<file path="src/common/uaar_pkg.sv">
// constants for the uart automatic address recognition block
// Summary of operation
// with multiproc enabled in modes 1 to 3, flag only on match
// address compare active when multiproc enable set in modes 1 to 3, never in mode 0
// mode 1: match and valid stop needed
// given address: mask ones must equal address
// broadcast: address OR mask ones must be one
// reset clears address and mask to zero
// port 0 address and mask registers
// port 1 separate address and mask registers
// master broadcasts with all-ones address
// master sends address ninth bit one
// ninth bit zero frames never set flag with multiproc enabled in modes 1 to 3
// software clears multiproc enable for data
// match is given OR broadcast at frame end
package uaar_pkg;

    // ************************************************
    // register map
    // ************************************************
    localparam int NPORT = 2;
    localparam logic [7:0] P0_SLAVE_ADDR_OFS = 8'hA9;
    localparam logic [7:0] P0_ADDR_MASK_OFS = 8'hB9;
    localparam logic [7:0] P1_ADDR_MASK_OFS = 8'hBA;
    localparam logic [7:0] P1_SLAVE_ADDR_OFS = 8'hBB;
    localparam logic [7:0] SLAVE_ADDR_RST = 8'h00;
    localparam logic [7:0] ADDR_MASK_RST = 8'h00;
    localparam logic [7:0] UNMAPPED_RDATA = 8'h00;

    // ************************************************
    // uart modes and buffering
    // ************************************************
    localparam logic [1:0] UART_MODE0 = 2'h0;
    localparam logic [1:0] UART_MODE1 = 2'h1;
    localparam int RX_FIFO_DEPTH = 8;
    localparam int RX_WORD_W = 9; // ninth bit above the data byte

endpackage

</file>
<file path="src/core/uaar_fifo.sv">
// small synchronous fifo with valid/ready on both sides
`timescale 1ns/1ps
module uaar_fifo #(
    parameter int WIDTH = 9,
    parameter int DEPTH = 8
) (
    input wire logic clk_sys,
    input wire logic arst_n,
    input wire logic in_valid,
    output logic in_ready,
    input wire logic [WIDTH-1:0] in_data,
    output logic out_valid,
    input wire logic out_ready,
    output logic [WIDTH-1:0] out_data
);
    localparam int AW = (DEPTH > 1) ? $clog2(DEPTH) : 1;
    localparam logic [AW:0] DEPTH_C = (AW+1)'(DEPTH);
    localparam logic [AW-1:0] LAST_C = AW'(DEPTH - 1);

    logic [WIDTH-1:0] mem_reg [DEPTH];
    logic [AW-1:0] wr_ptr_reg, wr_ptr_next, rd_ptr_reg, rd_ptr_next;
    logic [AW:0] count_reg, count_next;
    logic push, pop;

    // handshakes from the fill level
    assign in_ready = (count_reg != DEPTH_C);
    assign out_valid = (count_reg != '0);
    assign out_data = mem_reg[rd_ptr_reg];
    assign push = in_valid & in_ready;
    assign pop = out_valid & out_ready;

    // pointer and level update
    always_comb begin
        wr_ptr_next = wr_ptr_reg;
        rd_ptr_next = rd_ptr_reg;
        count_next = count_reg;
        if (push) begin
            wr_ptr_next = (wr_ptr_reg == LAST_C) ? '0 : wr_ptr_reg + 1'b1;
        end
        if (pop) begin
            rd_ptr_next = (rd_ptr_reg == LAST_C) ? '0 : rd_ptr_reg + 1'b1;
        end
        if (push && !pop) begin
            count_next = count_reg + 1'b1;
        end else if (pop && !push) begin
            count_next = count_reg - 1'b1;
        end
    end

    // registers
    always_ff @(posedge clk_sys or negedge arst_n) begin
        if (!arst_n) begin
            wr_ptr_reg <= '0;
            rd_ptr_reg <= '0;
            count_reg <= '0;
        end else begin
            wr_ptr_reg <= wr_ptr_next;
            rd_ptr_reg <= rd_ptr_next;
            count_reg <= count_next;
        end
    end

    // storage, written only on a push
    always_ff @(posedge clk_sys) begin
        if (push) begin
            mem_reg[wr_ptr_reg] <= in_data;
        end
    end

endmodule // uaar_fifo

</file>
<file path="src/core/uaar_top.sv">
// address filter for two multiprocessor uart receive ports
`timescale 1ns/1ps
module uaar_top
    import uaar_pkg::*;
#(
    parameter int FIFO_DEPTH = RX_FIFO_DEPTH
) (
    input wire logic clk_sys,
    input wire logic arst_n,
    input wire logic [7:0] sfr_addr,
    input wire logic sfr_wr,
    input wire logic sfr_rd,
    input wire logic [7:0] sfr_wdata,
    output logic [7:0] sfr_rdata,
    input wire logic [NPORT-1:0][1:0] uart_mode,
    input wire logic [NPORT-1:0] multiproc_enable,
    input wire logic [NPORT-1:0] frame_valid,
    output logic [NPORT-1:0] frame_ready,
    input wire logic [NPORT-1:0][7:0] frame_data,
    input wire logic [NPORT-1:0] frame_bit9,
    input wire logic [NPORT-1:0] flag_clr,
    output logic [NPORT-1:0] rx_complete_flag,
    output logic [NPORT-1:0] rx_valid,
    input wire logic [NPORT-1:0] rx_ready,
    output logic [NPORT-1:0][RX_WORD_W-1:0] rx_data
);

    // ************************************************
    // special function registers
    // ************************************************
    logic [7:0] port0_slave_address_reg [NPORT];
    logic [7:0] port0_slave_address_next [NPORT];
    logic [7:0] port0_address_mask_reg [NPORT];
    logic [7:0] port0_address_mask_next [NPORT];
    logic [7:0] rdata_reg, rdata_next;

    // write decode and registered read mux
    always_comb begin
        port0_slave_address_next = port0_slave_address_reg;
        port0_address_mask_next = port0_address_mask_reg;
        rdata_next = rdata_reg;
        if (sfr_wr) begin
            case (sfr_addr)
                P0_SLAVE_ADDR_OFS: port0_slave_address_next[0] = sfr_wdata;
                P0_ADDR_MASK_OFS: port0_address_mask_next[0] = sfr_wdata;
                P1_SLAVE_ADDR_OFS: port0_slave_address_next[1] = sfr_wdata;
                P1_ADDR_MASK_OFS: port0_address_mask_next[1] = sfr_wdata;
                default: ;
            endcase
        end
        if (sfr_rd) begin
            case (sfr_addr)
                P0_SLAVE_ADDR_OFS: rdata_next = port0_slave_address_reg[0];
                P0_ADDR_MASK_OFS: rdata_next = port0_address_mask_reg[0];
                P1_SLAVE_ADDR_OFS: rdata_next = port0_slave_address_reg[1];
                P1_ADDR_MASK_OFS: rdata_next = port0_address_mask_reg[1];
                default: rdata_next = UNMAPPED_RDATA;
            endcase
        end
    end

    // reset leaves every bit don't-care, so any address is taken
    always_ff @(posedge clk_sys or negedge arst_n) begin
        if (!arst_n) begin
            for (int i = 0; i < NPORT; i++) begin
                port0_slave_address_reg[i] <= SLAVE_ADDR_RST;
                port0_address_mask_reg[i] <= ADDR_MASK_RST;
            end
            rdata_reg <= UNMAPPED_RDATA;
        end else begin
            port0_slave_address_reg <= port0_slave_address_next;
            port0_address_mask_reg <= port0_address_mask_next;
            rdata_reg <= rdata_next;
        end
    end

    assign sfr_rdata = rdata_reg;

    // ************************************************
    // per-port recognition, flag and buffer
    // ************************************************
    for (genvar p = 0; p < NPORT; p++) begin : g_port
        logic [7:0] bcast;
        logic given_hit, bcast_hit, addr_hit, pass, take, set_flag;
        logic flag_reg, flag_next;

        // compare the completed frame against both addresses
        always_comb begin
            given_hit = ((frame_data[p] ^ port0_slave_address_reg[p]) & port0_address_mask_reg[p])
                == 8'h00;
            bcast = port0_slave_address_reg[p] | port0_address_mask_reg[p];
            bcast_hit = (~frame_data[p] & bcast) == 8'h00;
            addr_hit = given_hit | bcast_hit;
            // ninth bit or stop bit marks an address frame
            pass = (uart_mode[p] == UART_MODE0) || !multiproc_enable[p]
                || (frame_bit9[p] && addr_hit);
        end

        assign take = frame_valid[p] & frame_ready[p];
        assign set_flag = take & pass;

        // sticky flag; a set in the clearing cycle wins
        always_comb begin
            flag_next = set_flag | (flag_reg & ~flag_clr[p]);
        end

        always_ff @(posedge clk_sys or negedge arst_n) begin
            if (!arst_n) begin
                flag_reg <= 1'b0;
            end else begin
                flag_reg <= flag_next;
            end
        end

        assign rx_complete_flag[p] = flag_reg;

        // only accepted frames enter the buffer; dropped ones vanish
        uaar_fifo #(
            .WIDTH(RX_WORD_W),
            .DEPTH(FIFO_DEPTH)
        ) u_fifo (
            .clk_sys(clk_sys),
            .arst_n(arst_n),
            .in_valid(frame_valid[p] & pass),
            .in_ready(frame_ready[p]),
            .in_data({frame_bit9[p], frame_data[p]}),
            .out_valid(rx_valid[p]),
            .out_ready(rx_ready[p]),
            .out_data(rx_data[p])
        );

    end
endmodule // uaar_top

</file>
<file path="config.mk">
export PLATFORM = sky130hd
export DESIGN_NAME = uaar_top
export DESIGN_NICKNAME = d
export VERILOG_FILES = /design/src/common/uaar_pkg.sv /design/src/core/uaar_fifo.sv /design/src/core/uaar_top.sv
export SDC_FILE = /design/constraint.sdc
export NUM_CORES = 1
export LEC_CHECK = 0
export BUFFER_PORTS_ARGS = -buffer_cell sky130_fd_sc_hd__buf_2
export CAP_MARGIN = 30
export CORE_UTILIZATION = 45
export CTS_CLUSTER_DIAMETER = 100
export DETAILED_ROUTE_END_ITERATION = 7
export GPL_ROUTABILITY_DRIVEN = 0
export GPL_TIMING_DRIVEN = 0
export HOLD_SLACK_MARGIN = 0.1
export MAX_ROUTING_LAYER = met4
export PLACE_DENSITY = 0.73
export RECOVER_POWER = 25
export SLEW_MARGIN = 20
export SYNTH_ARGS = -nofsm -noshare
export SYNTH_HDL_FRONTEND = slang
export SYNTH_HIERARCHICAL = 1
export SYNTH_SLANG_ARGS = --single-unit
</file>
<file path="constraint.sdc">
create_clock -name clk_sys -period 4 [get_ports clk_sys]
set_input_delay 0.4 -clock clk_sys [delete_from_list [all_inputs] [get_ports clk_sys]]
set_output_delay 0.4 -clock clk_sys [all_outputs]
set_load 0.005 [all_outputs]
</file>
======== After elaboration in Yosys (flattened, before gate mapping) ========
Memory sizes are Yosys's and may differ from the RTL's.
Index checks and enable logic that the tools add are counted.
operators by class
  $add $sub $neg .......................... 8
  eq/ne operators ......................... 10
  multiplexer cells ....................... 13
  bitwise logic cells ..................... 28
  reductions and logical operators ........ 30
operators with widths
  cell                 count
  $and 8x8->8          4
  $eq 8x8->1 const B   4
  $logic_not 8->1      4
  $pmux 8 s4           1
  $mux 4               4
  $not 8->8            2
  $or 8x8->8           2
  $xor 8x8->8          2
  $add 3x1->3 const B  4
  $and 1x1->1          12
  $eq 3x3->1 const B   4
  $mux 3               4
  $add 4x1->4 const B  2
  $ne 4x4->1 const B   2
  $reduce_and 2->1     4
  $reduce_bool 4->1    2
  $sub 4x1->4 const B  2
  $logic_and 1x1->1    6
  $logic_not 1->1      6
  $logic_not 2->1      2
  $logic_or 1x1->1     4
  $mux 1               4
  $or 1x1->1           4
  $reduce_bool 2->1    2
  $not 1->1            2
word-level totals
  register bits ........................... 62
  bits in writable memories ............... 144
  input bits .............................. 50
  output and inout bits ................... 32
  word-level logic and storage cells ...... 104
  memories kept ........................... 2
memory list
  memory                    depth  bits a word  read ports  clocked after memory_dff  write ports  line             text
  g_port[0].u_fifo.mem_reg  8      9            1           0                         1            uaar_fifo.sv:20  logic [WIDTH-1:0] mem_reg [DEPTH];
  g_port[1].u_fifo.mem_reg  8      9            1           0                         1            uaar_fifo.sv:20

======== Logic depth before layout (Yosys ltp) ========
Gate-level depths: netlist (run 1).
  word-level depth ........................ 12
  mapped depth ............................ 13
  mapped depth without buffers ............ 13

======== By module ========
Netlist (run 1), hierarchy kept.
by module, submodules not included
  module     instances  cells an instance  area each (µm²)  seq. area each (µm²)
  uaar_fifo  2          168                3460.8           2412.3
  uaar_top   1          212                2309.7           1051.0

======== Worst setup path before layout (run 1) ========
Ideal clock, no wire load.
  path type ............................... register -> register
  from .................................... register port0_slave_address_reg[2] (netlist name)
  to ...................................... register g_port[1].u_fifo.count_reg[3]
  library setup time ...................... 0.131 ns
  arrival ................................. 2.679 ns
  required time ........................... 3.869 ns
  path slack .............................. 1.190 ns
  cell stages (with the launch flop) ...... 14
  path buffers ............................ 0
  clock period less this slack ............ 2.810 ns
  cells stage by stage .................... dfrtp_1 > xor2_1 > a22oi_1 > and4_1 > nor3_1 > nor2_1 > nand2_4 > inv_1 > ha_1 > inv_1 > ha_1 > or4_1 > o211ai_1 > o211ai_1
on the way
  cells in the longest elaborated chain, start to end .. 11
  elaborated cells on any way between the ends .. 16
  those cells by class .................... 1 x mux; 7 x bitwise; 8 x reduce/logical
ends and longest elaborated chain
  what                                       line                            text
  start, declared                            uaar_top.sv:31                  logic [7:0] port0_slave_address_reg [NPORT];
  start signal, assigned                     uaar_top.sv:71                  port0_slave_address_reg <= port0_slave_address_next;
  $xor 8x8->8 or $or 8x8->8 (tied branches)  uaar_top.sv:89, uaar_top.sv:91
  $and 8x8->8, on equally long branches      uaar_top.sv:89, uaar_top.sv:92
  $logic_not 8->1, on equally long branches  uaar_top.sv:89, uaar_top.sv:92
  $or 1x1->1 *                               uaar_top.sv:93                  addr_hit = given_hit | bcast_hit;
  $logic_and 1x1->1 *                        uaar_top.sv:96                  || (frame_bit9[p] && addr_hit);
  $logic_or 1x1->1 *                         uaar_top.sv:96
  $and 1x1->1 *                              uaar_top.sv:124                 .in_valid(frame_valid[p] & pass),
  $and 1x1->1 *                              uaar_fifo.sv:29                 assign push = in_valid & in_ready;
  via g_port[1].u_fifo.push                  uaar_fifo.sv:23                 logic push, pop;
  $logic_not 1->1                            uaar_fifo.sv:45                 end else if (pop && !push) begin
  $logic_and 1x1->1                          uaar_fifo.sv:45
  $reduce_bool 2->1 (no source line)         n/a
  end signal, assigned                       uaar_fifo.sv:59                 count_reg <= count_next;
  end, declared                              uaar_fifo.sv:22                 logic [AW:0] count_reg, count_next;
The timed path passes the listed nets; every way through them passes the cells marked *.
A chain may end at the register's enable or synchronous reset.

======== Worst setup path in the final report (run 1) ========
  from .................................... register port0_address_mask_reg[14] (netlist name)
  to ...................................... register g_port[0].u_fifo.count_reg[3]
on the way
  cells in the longest elaborated chain, start to end .. 11
  elaborated cells on any way between the ends .. 15
  those cells by class .................... 1 x mux; 6 x bitwise; 8 x reduce/logical
ends and longest elaborated chain
  what                                line             text
  start, declared                     uaar_top.sv:33   logic [7:0] port0_address_mask_reg [NPORT];
  start signal, assigned              uaar_top.sv:72   port0_address_mask_reg <= port0_address_mask_next;
  $or 8x8->8                          uaar_top.sv:91   bcast = port0_slave_address_reg[p] | port0_address_mask_reg[p];
  $and 8x8->8                         uaar_top.sv:92   bcast_hit = (~frame_data[p] & bcast) == 8'h00;
  $logic_not 8->1                     uaar_top.sv:92
  $or 1x1->1 *                        uaar_top.sv:93
  $logic_and 1x1->1 *                 uaar_top.sv:96
  $logic_or 1x1->1 *                  uaar_top.sv:96
  $and 1x1->1 *                       uaar_top.sv:124
  $and 1x1->1 *                       uaar_fifo.sv:29
  via g_port[0].u_fifo.push           uaar_fifo.sv:23
  $logic_not 1->1                     uaar_fifo.sv:45
  $logic_and 1x1->1                   uaar_fifo.sv:45
  $reduce_bool 2->1 (no source line)  n/a
  end signal, assigned                uaar_fifo.sv:59
  end, declared                       uaar_fifo.sv:22
Marks and branches as above.

==> results of run 1 <==
layer usage:
layer  track usage (%)  wire length [um]  vias to the layer above
met3             2.264               687                       26
met2             30.77              9437                      116
li1                  -                 -                     2410
met1             24.28              8324                     2683
met4             5.632               327                        0
met5                 -                 0                        -
synth_stat cells (all sizes together), types with 14 or more instances:
| master | instances | area (um2) |
|---|---|---|
| mux2 | 64 | 743.2 |
| xor2 | 16 | 140.1 |
| ha | 14 | 175.2 |
| o22ai | 16 | 100.1 |
| buf | 15 | 102.6 |
| o21ai | 16 | 80.08 |
| a22oi | 16 | 120.1 |
| inv | 15 | 56.30 |
| edfxtp | 144 | 4324 |
| nor2 | 28 | 105.1 |
| mux4 | 36 | 938.4 |
| nand2 | 21 | 108.9 |
| dfrtp | 62 | 1551 |
path summary, 6_finish.rpt:
check	endpoint	cells past startpoint
worst min-delay path	g_port[0].flag_reg	2
worst min register to register	sfr_rdata[4]	2
min in group asynchronous	g_port[1].u_fifo/rd_ptr_reg[0]	2
max in group asynchronous	port0_address_mask_reg[13]	2
worst max-delay path	g_port[0].u_fifo/count_reg[3]	13
worst max register to register	g_port[0].u_fifo/count_reg[3]	13
power breakdown:
group | leakage (nW) | internal, W | total, W | switching (W)
clock network | 0.332 | 0.00119 | 0.00196 | 0.000767
registers | 2.12 | 0.00261 | 0.00282 | 0.000215
logic | 1.68 | 0.00104 | 0.00198 | 0.000945
total | 4.13 | 0.00484 | 0.00677 | 0.00193
kinds of logic (layout without fill, tap and decap cells):
family                     count (synthesis)  count (layout)  share of synthesized area, %
muxes                                    110             110                         19.30
adders and majority gates                 16              16                         2.331
xor gates and xnor gates                  20              20                         1.897
and+or+nand+nor                          103             103                         6.668
AOI/OAI and AO/OA                         61              61                         4.351
DFF                                      206             206                         63.65
buffers and inverters                     32             158                         1.803
per-stage QoR:
step	power, W	util (%)
6_report	0.006766	53.33
5_1_grt	0.007101	53.33
4_1_cts	0.006820	53.31
3_5_place_dp	0.004868	49.85
3_3_place_gp	0.004693	49.45
2_1_floorplan	0.004180	-
worst register-to-register path, stage by stage (launching register included):
cell      delay (ns)
dfrtp_1         0.41
nor2_1          0.16
o22ai_1         0.09
nor4_1          0.46
nor3_1          0.09
nor2_1          0.23
nand2_4         0.15
inv_1           0.09
ha_1            0.26
inv_1           0.14
ha_1            0.36
or4_1           0.52
o211ai_1        0.13
o211ai_1        0.11
layout make-up:
cell class | count | share of cell area, %
Sequential cell | 206 | 54.63
Multi-Input combinational cell | 310 | 30.14
Clock buffer | 29 | 5.293
Timing Repair Buffer | 89 | 4.141
Tap cell | 270 | 3.141
Clock inverter | 8 | 1.105
Buffer | 17 | 1.024
Inverter | 15 | 0.5235
cell usage in the layout (no fill, tap or decap), drive strengths merged, types with 10 or more instances in the layout:
master	synthesis	final
nor2	28	28
mux2i	10	10
xor2	16	16
nor3	12	12
o22ai	16	16
nand2	21	21
edfxtp	144	144
buf	15	87
o21ai	16	16
clkbuf	2	47
ha	14	14
mux2	64	64
mux4	36	36
inv	15	16
dfrtp	62	62
nand3	12	12
a22oi	16	16
==> results.md, run 1 <==
* Status: finished clean
* WL/cell at 19.89 um
* Worst Hold Launch: flag_clr[0]
* CP Launch Type: flop
* Clk Latency, worst-skew pair at 0.48 ns
* Multi-input logic area at 0.003242 mm2
* Port bufs at 81
* Count of final setup violators at 0
* Max Fanout on Critical Path at 8
* Post-synthesis sequential area ratio at 63.65%
* Max FFs per register at 144
* Place WS at 0.5774 ns
* Final TNS setup at 0 ns
* Dpl hpwl at 12860 um
* First DRT Iteration DRCs at 339
* Final WL at 18780 um
* Final Cycle Share at 82.90%
* Design Area, Final at 0.01076 mm2
* Cell leakage power at 4.130 nW
* Post-synth EDFFs at 144
* RSZ-0062 raised after global routing: no
* Final Hold Fails at 0
* Grt ovf at 0
* Critical Path Start: port0_address_mask_reg[14]
* Max cap viols at 0
* Flops & latches, synth at 206
* Max Freq at 0.3016 GHz
* Via count at 5235
* I/O pin cnt at 82
* Layout area overhead at 16.51%
* Cell Pwr Density at 629.1 mW/mm2
* ANT cells at 0
* CP Capture Type: flop
* Crit path cell chain: nor2_1, o22ai_1, nor4_1, nor3_1, nor2_1, nand2_4, inv_1, ha_1, inv_1, ha_1, or4_1, o211ai_1, o211ai_1
* Tmin final at 3.316 ns
* GRT Overall Usage at 18.63%
* Clock sink total at 206
* Synthesized instance count at 548
* Pins Over Slew Limit at 0
* Post-CTS setup buffer count at 0
* Main synth FF type: edfxtp_1
* Max incr delay on CP at 0.52 ns
* CTS tree: yes
* WP buf/inv at 2
* WP data arrival at 3.68 ns
* Worst hold margin at 0.1358 ns
* Worst Clk Skew at 0.006558 ns
* Layout cell share with drive strength beyond 1 at 30.86%
* Post-cts sizing count at 0
* Async S/R FF share, synth at 30.10%
* Core Box Area at 0.02017 mm2
* Final routed DRC violation total at 0
* Placed insts at 903
* Initial antenna violation count at 0
* DIE WIDTH at 145.2 um
* Worst path slowest cell: or4_1
* Worst setup margin at 0.6841 ns
* Final non-filler cell total at 944
* Fillers at 1664
* CTS clk-pin slew, worst paths at 0.06 ns
* Number of distinct library cells after synthesis at 48
* Post-DP Area at 0.01005 mm2
* Final ANT Viol Nets at 0
* Clock Tree Root: clkbuf_16
* Worst min path class: in2reg
* Final Net Count at 726
* R2R Setup Slk at 0.68 ns
* Worst VDD drop at 0.2893 mV
* First-pass GRT wire length at 29860 um
* Worst-Margin Slew at 0.9371 ns
* Slew headroom at 37.29%
* Starting Density at 45.77%
* Vias in the first global route at 5479
* Die area at 0.02109 mm2
* Largest net degree at the start of global routing at 63
* Mapped Area at 0.009231 mm2
* Kind of critical path: reg2reg
* 1st-pass router iterations at 4
* Register Area at 0.005876 mm2
* DR vias/cell at 5.546
* Post-Syn Nets at 614
* Largest delay share family, worst path: simple AND/OR/NAND/NOR gates
* H-tree depth at 1
* CTS buffer count at 21
* Row count at 52
* Critical Path RT at 4.36 ns
* Syn Area/Cell at 16.85 um2
* Die H at 145.2 um
* Warnings from Yosys at 6
* Reg2reg start: port0_address_mask_reg[14]
* CTS max path bufs at 3
* Cts hold-fix bufs at 1
Power figures use the tool's default switching activity.
==> run 2, diff against run 1 <==
ABC_AREA = 1   (was unset)
PLACE_DENSITY = 0.75   (was 0.73)
clock period = 2.74 ns   (was 4 ns; I/O delays follow)
==> results.md, run 2 <==
* Most common cell after layout, fill and taps aside: nand2_1 (was edfxtp_1)
* Grt ovf at 0 (unchanged)
* Design Area, Final at 0.01119 mm2 (was 0.01076 mm2)
* Core Box Area at 0.02043 mm2 (was 0.02017 mm2)
* Worst Clk Skew at 0.01635 ns (was 0.006558 ns)
* Warnings from Yosys at 6 (unchanged)
* Final Net Count at 1177 (was 726)
* First DRT Iteration DRCs at 696 (was 339)
* Vias in the first global route at 7041 (was 5479)
* Synth cell count leaders: 381 x nand2_1, 144 x edfxtp_1, 104 x o21ai_0 (was 144 x edfxtp_1, 62 x dfrtp_1, 58 x mux2_2)
* Synthesized instance count at 988 (was 548)
* Worst setup margin at 0.1566 ns (was 0.6841 ns)
* Number of distinct library cells after synthesis at 27 (was 48)
* Post-DP Area at 0.01022 mm2 (was 0.01005 mm2)
* Post-Syn Nets at 1054 (was 614)
* Final Hold Fails at 0 (unchanged)
* Layout area overhead at 18.41% (was 16.51%)
* Final WL at 22580 um (was 18780 um)
* H-tree depth at 1 (unchanged)
* Main synth FF type: edfxtp_1 (unchanged)
* Cell leakage power at 4.877 nW (was 4.130 nW)
* 1st-pass router iterations at 5 (was 4)
* CP Launch Type: flop (unchanged)
* DR vias/cell at 5.210 (was 5.546)
* CTS buffer count at 22 (was 21)
* Max Fanout on Critical Path at 9 (was 8)
* Most frequent cells in the layout: 381 x nand2_1, 144 x edfxtp_1, 104 x o21ai_0, 79 x buf_2, 74 x inv_1 (was 144 x edfxtp_1, 73 x buf_2, 62 x dfrtp_1, 58 x mux2_2, 34 x mux4_1)
* Cell Pwr Density at 937.2 mW/mm2 (was 629.1 mW/mm2)
* RSZ-0062 raised after global routing: yes (was no)
* Clock sink total at 206 (unchanged)
* Post-synth top area cell: edfxtp_1 (unchanged)
* Status: finished clean (unchanged)
* Max FFs per register at 144 (unchanged)
* Final Cycle Share at 94.29% (was 82.90%)
* Final ANT Viol Nets at 0 (unchanged)
* Pins Over Slew Limit at 0 (unchanged)
* Tmin final at 2.583 ns (was 3.316 ns)
* Layout cell share with drive strength beyond 1 at 15.17% (was 30.86%)
* Share of the synthesized area in the top cell type at 45.75% (was 46.84%)
* Critical Path RT at 2.86 ns (was 4.36 ns)
* Fillers at 1810 (was 1664)
* Worst min path class: in2reg (unchanged)
* Initial antenna violation count at 0 (unchanged)
* Placed insts at 1340 (was 903)
* Post-synth EDFFs at 144 (unchanged)
* Port bufs at 81 (unchanged)
* WL/cell at 16.17 um (was 19.89 um)
* Max cap viols at 0 (unchanged)
* Async S/R FF share, synth at 30.10% (unchanged)
* Kind of critical path: reg2reg (unchanged)
* Worst VDD drop at 0.4282 mV (was 0.2893 mV)
* Starting Density at 46.26% (was 45.77%)
* Flops & latches, synth at 206 (unchanged)
* Final routed DRC violation total at 0 (unchanged)
* WP data arrival at 2.70 ns (was 3.68 ns)
* Syn Area/Cell at 9.566 um2 (was 16.85 um2)
* DIE WIDTH at 146.9 um (was 145.2 um)
* Row count at 52 (unchanged)
* Count of final setup violators at 0 (unchanged)
* Cell with the most instances after synthesis: nand2_1 (was edfxtp_1)
* Worst-Margin Slew at 0.7737 ns (was 0.9371 ns)
* CTS clk-pin slew, worst paths at 0.06 ns (about the same)
* GRT Overall Usage at 21.93% (was 18.63%)
* Dpl hpwl at 15370 um (was 12860 um)
* Post-synthesis sequential area ratio at 62.17% (was 63.65%)
* Largest net degree at the start of global routing at 36 (was 63)
* CP Capture Type: flop (unchanged)
* Final TNS setup at 0 ns (unchanged)
* Top post-synthesis cells by area: edfxtp_1 46%, dfrtp_1 16%, nand2_1 15%, o21ai_0 5.5%, inv_1 3.0% (was edfxtp_1 47%, dfrtp_1 17%, mux4_1 9.7%, mux2_2 7.1%, ha_1 1.9%)
* Slew headroom at 48.23% (was 37.29%)
* Clk Latency, worst-skew pair at 0.50 ns (was 0.48 ns)
* ANT cells at 0 (unchanged)
* CTS tree: yes (unchanged)
* Place WS at -0.1141 ns (was 0.5774 ns)
* CTS max path bufs at 3 (unchanged)
* Mapped Area at 0.009452 mm2 (was 0.009231 mm2)
* Die H at 146.9 um (was 145.2 um)
* Clock Tree Root: clkbuf_16 (unchanged)
* Via count at 7278 (was 5235)
* I/O pin cnt at 82 (unchanged)
* First-pass GRT wire length at 36090 um (was 29860 um)
* Final non-filler cell total at 1397 (was 944)
* Die area at 0.02159 mm2 (was 0.02109 mm2)
* Max Freq at 0.3871 GHz (was 0.3016 GHz)
* Tot Pwr at 0.01049 W (was 0.006766 W)
-- run 2: cell types whose count changed after synthesis, sizes merged, moves of 19 or more --
| cell | delta |
|---|---|
| nand2 | +363 |
| nand3 | +19 |
| mux4 | -36 |
| inv | +65 |
| mux2 | -64 |
| o21ai | +122 |
| nor2 | +45 |
-- run 2: report_power, final --
| group | switching [W] | internal (W) | leakage [nW] |
|---|---|---|---|
| Combinational | 0.00216 | 0.00124 | 2.53 |
| Sequential | 0.000254 | 0.00374 | 1.98 |
| Clock | 0.00120 | 0.00191 | 0.363 |
-- run 2: cell families (layout without fill, tap and decap cells) --
| kind of cell | Yosys count | after routing | synth area share, % |
|---|---|---|---|
| buffers and inverters | 110 | 249 | 5.520 |
| AO/OA/AOI/OAI | 160 | 160 | 8.790 |
| XOR/XNOR | 4 | 4 | 0.3706 |
| flip-flops | 206 | 206 | 62.17 |
| adder cells (fa/ha/maj) | 16 | 16 | 2.277 |
| AND/OR/NAND/NOR | 492 | 492 | 20.88 |
-- run 2: what timing repair did --
action                                 CTS  global route
pin swaps                                0             1
endpoints found under the hold margin  101             0
gates resized for setup                  1            18
setup endpoints to repair                1           101
setup buffers                            0             2
hold buffers                            15             0
-- run 2: per-stage QoR --
stage / utilization (%) / hold slack (ns)
after floorplan: - / -0.02159
after global placement: 49.90 / 0.4649
after detailed placement: 50.01 / 0.2258
after CTS: 54.51 / 0.1142
after global routing: 54.78 / 0.1260
final: 54.78 / 0.1238
-- run 2: area by class of cell --
type / instances / area (um2) / share of cell area (%)
flip-flops and latches: 206 / 5876 / 52.50
multi-input cells: 672 / 3112 / 27.80
clock buffers: 25 / 583.1 / 5.210
repair buffers: 99 / 576.8 / 5.154
well taps: 270 / 337.8 / 3.018
inverters: 82 / 307.8 / 2.750
plain buffers: 28 / 214.0 / 1.912
clock inverters: 15 / 185.2 / 1.655
-- run 2: final timing paths --
kind / startpoint / slack [ns] / end / cells past startpoint
hold / removal: frame_bit9[1] / 0.12 / g_port[1].u_fifo/mem_reg[7][8] / 1
hold reg to reg: sfr_rdata[5] / 0.49 / sfr_rdata[5] / 2
setup / recovery: port0_slave_address_reg[4] / 0.16 / g_port[1].u_fifo/mem_reg[2][5] / 13
min in group asynchronous: arst_n / 0.24 / port0_slave_address_reg[6] / 2
setup reg to reg: port0_slave_address_reg[4] / 0.16 / g_port[1].u_fifo/mem_reg[2][5] / 13
max in group asynchronous: arst_n / 1.97 / g_port[1].u_fifo/rd_ptr_reg[2] / 3
-- run 2: routing by layer --
layer  part of all wire (%)  up-vias  track usage [%]
li1                       -     3509                -
met1                     44     3461            29.84
met2                     48      257            34.48
met3                    5.8       51            2.609
met4                    2.6        0            7.062
met5                      0        -                -
-- run 2: critical path: stages (launching register included) --
cell	delay [ns]
dfrtp_1	0.41
inv_1	0.12
nand2_1	0.06
nand3_1	0.07
nand2_1	0.05
nor2_1	0.09
nand2_1	0.05
nand2_1	0.07
nand2_1	0.09
a21boi_1	0.18
nand2_2	0.12
inv_2	0.11
nand2_1	0.15
nor2_1	0.63
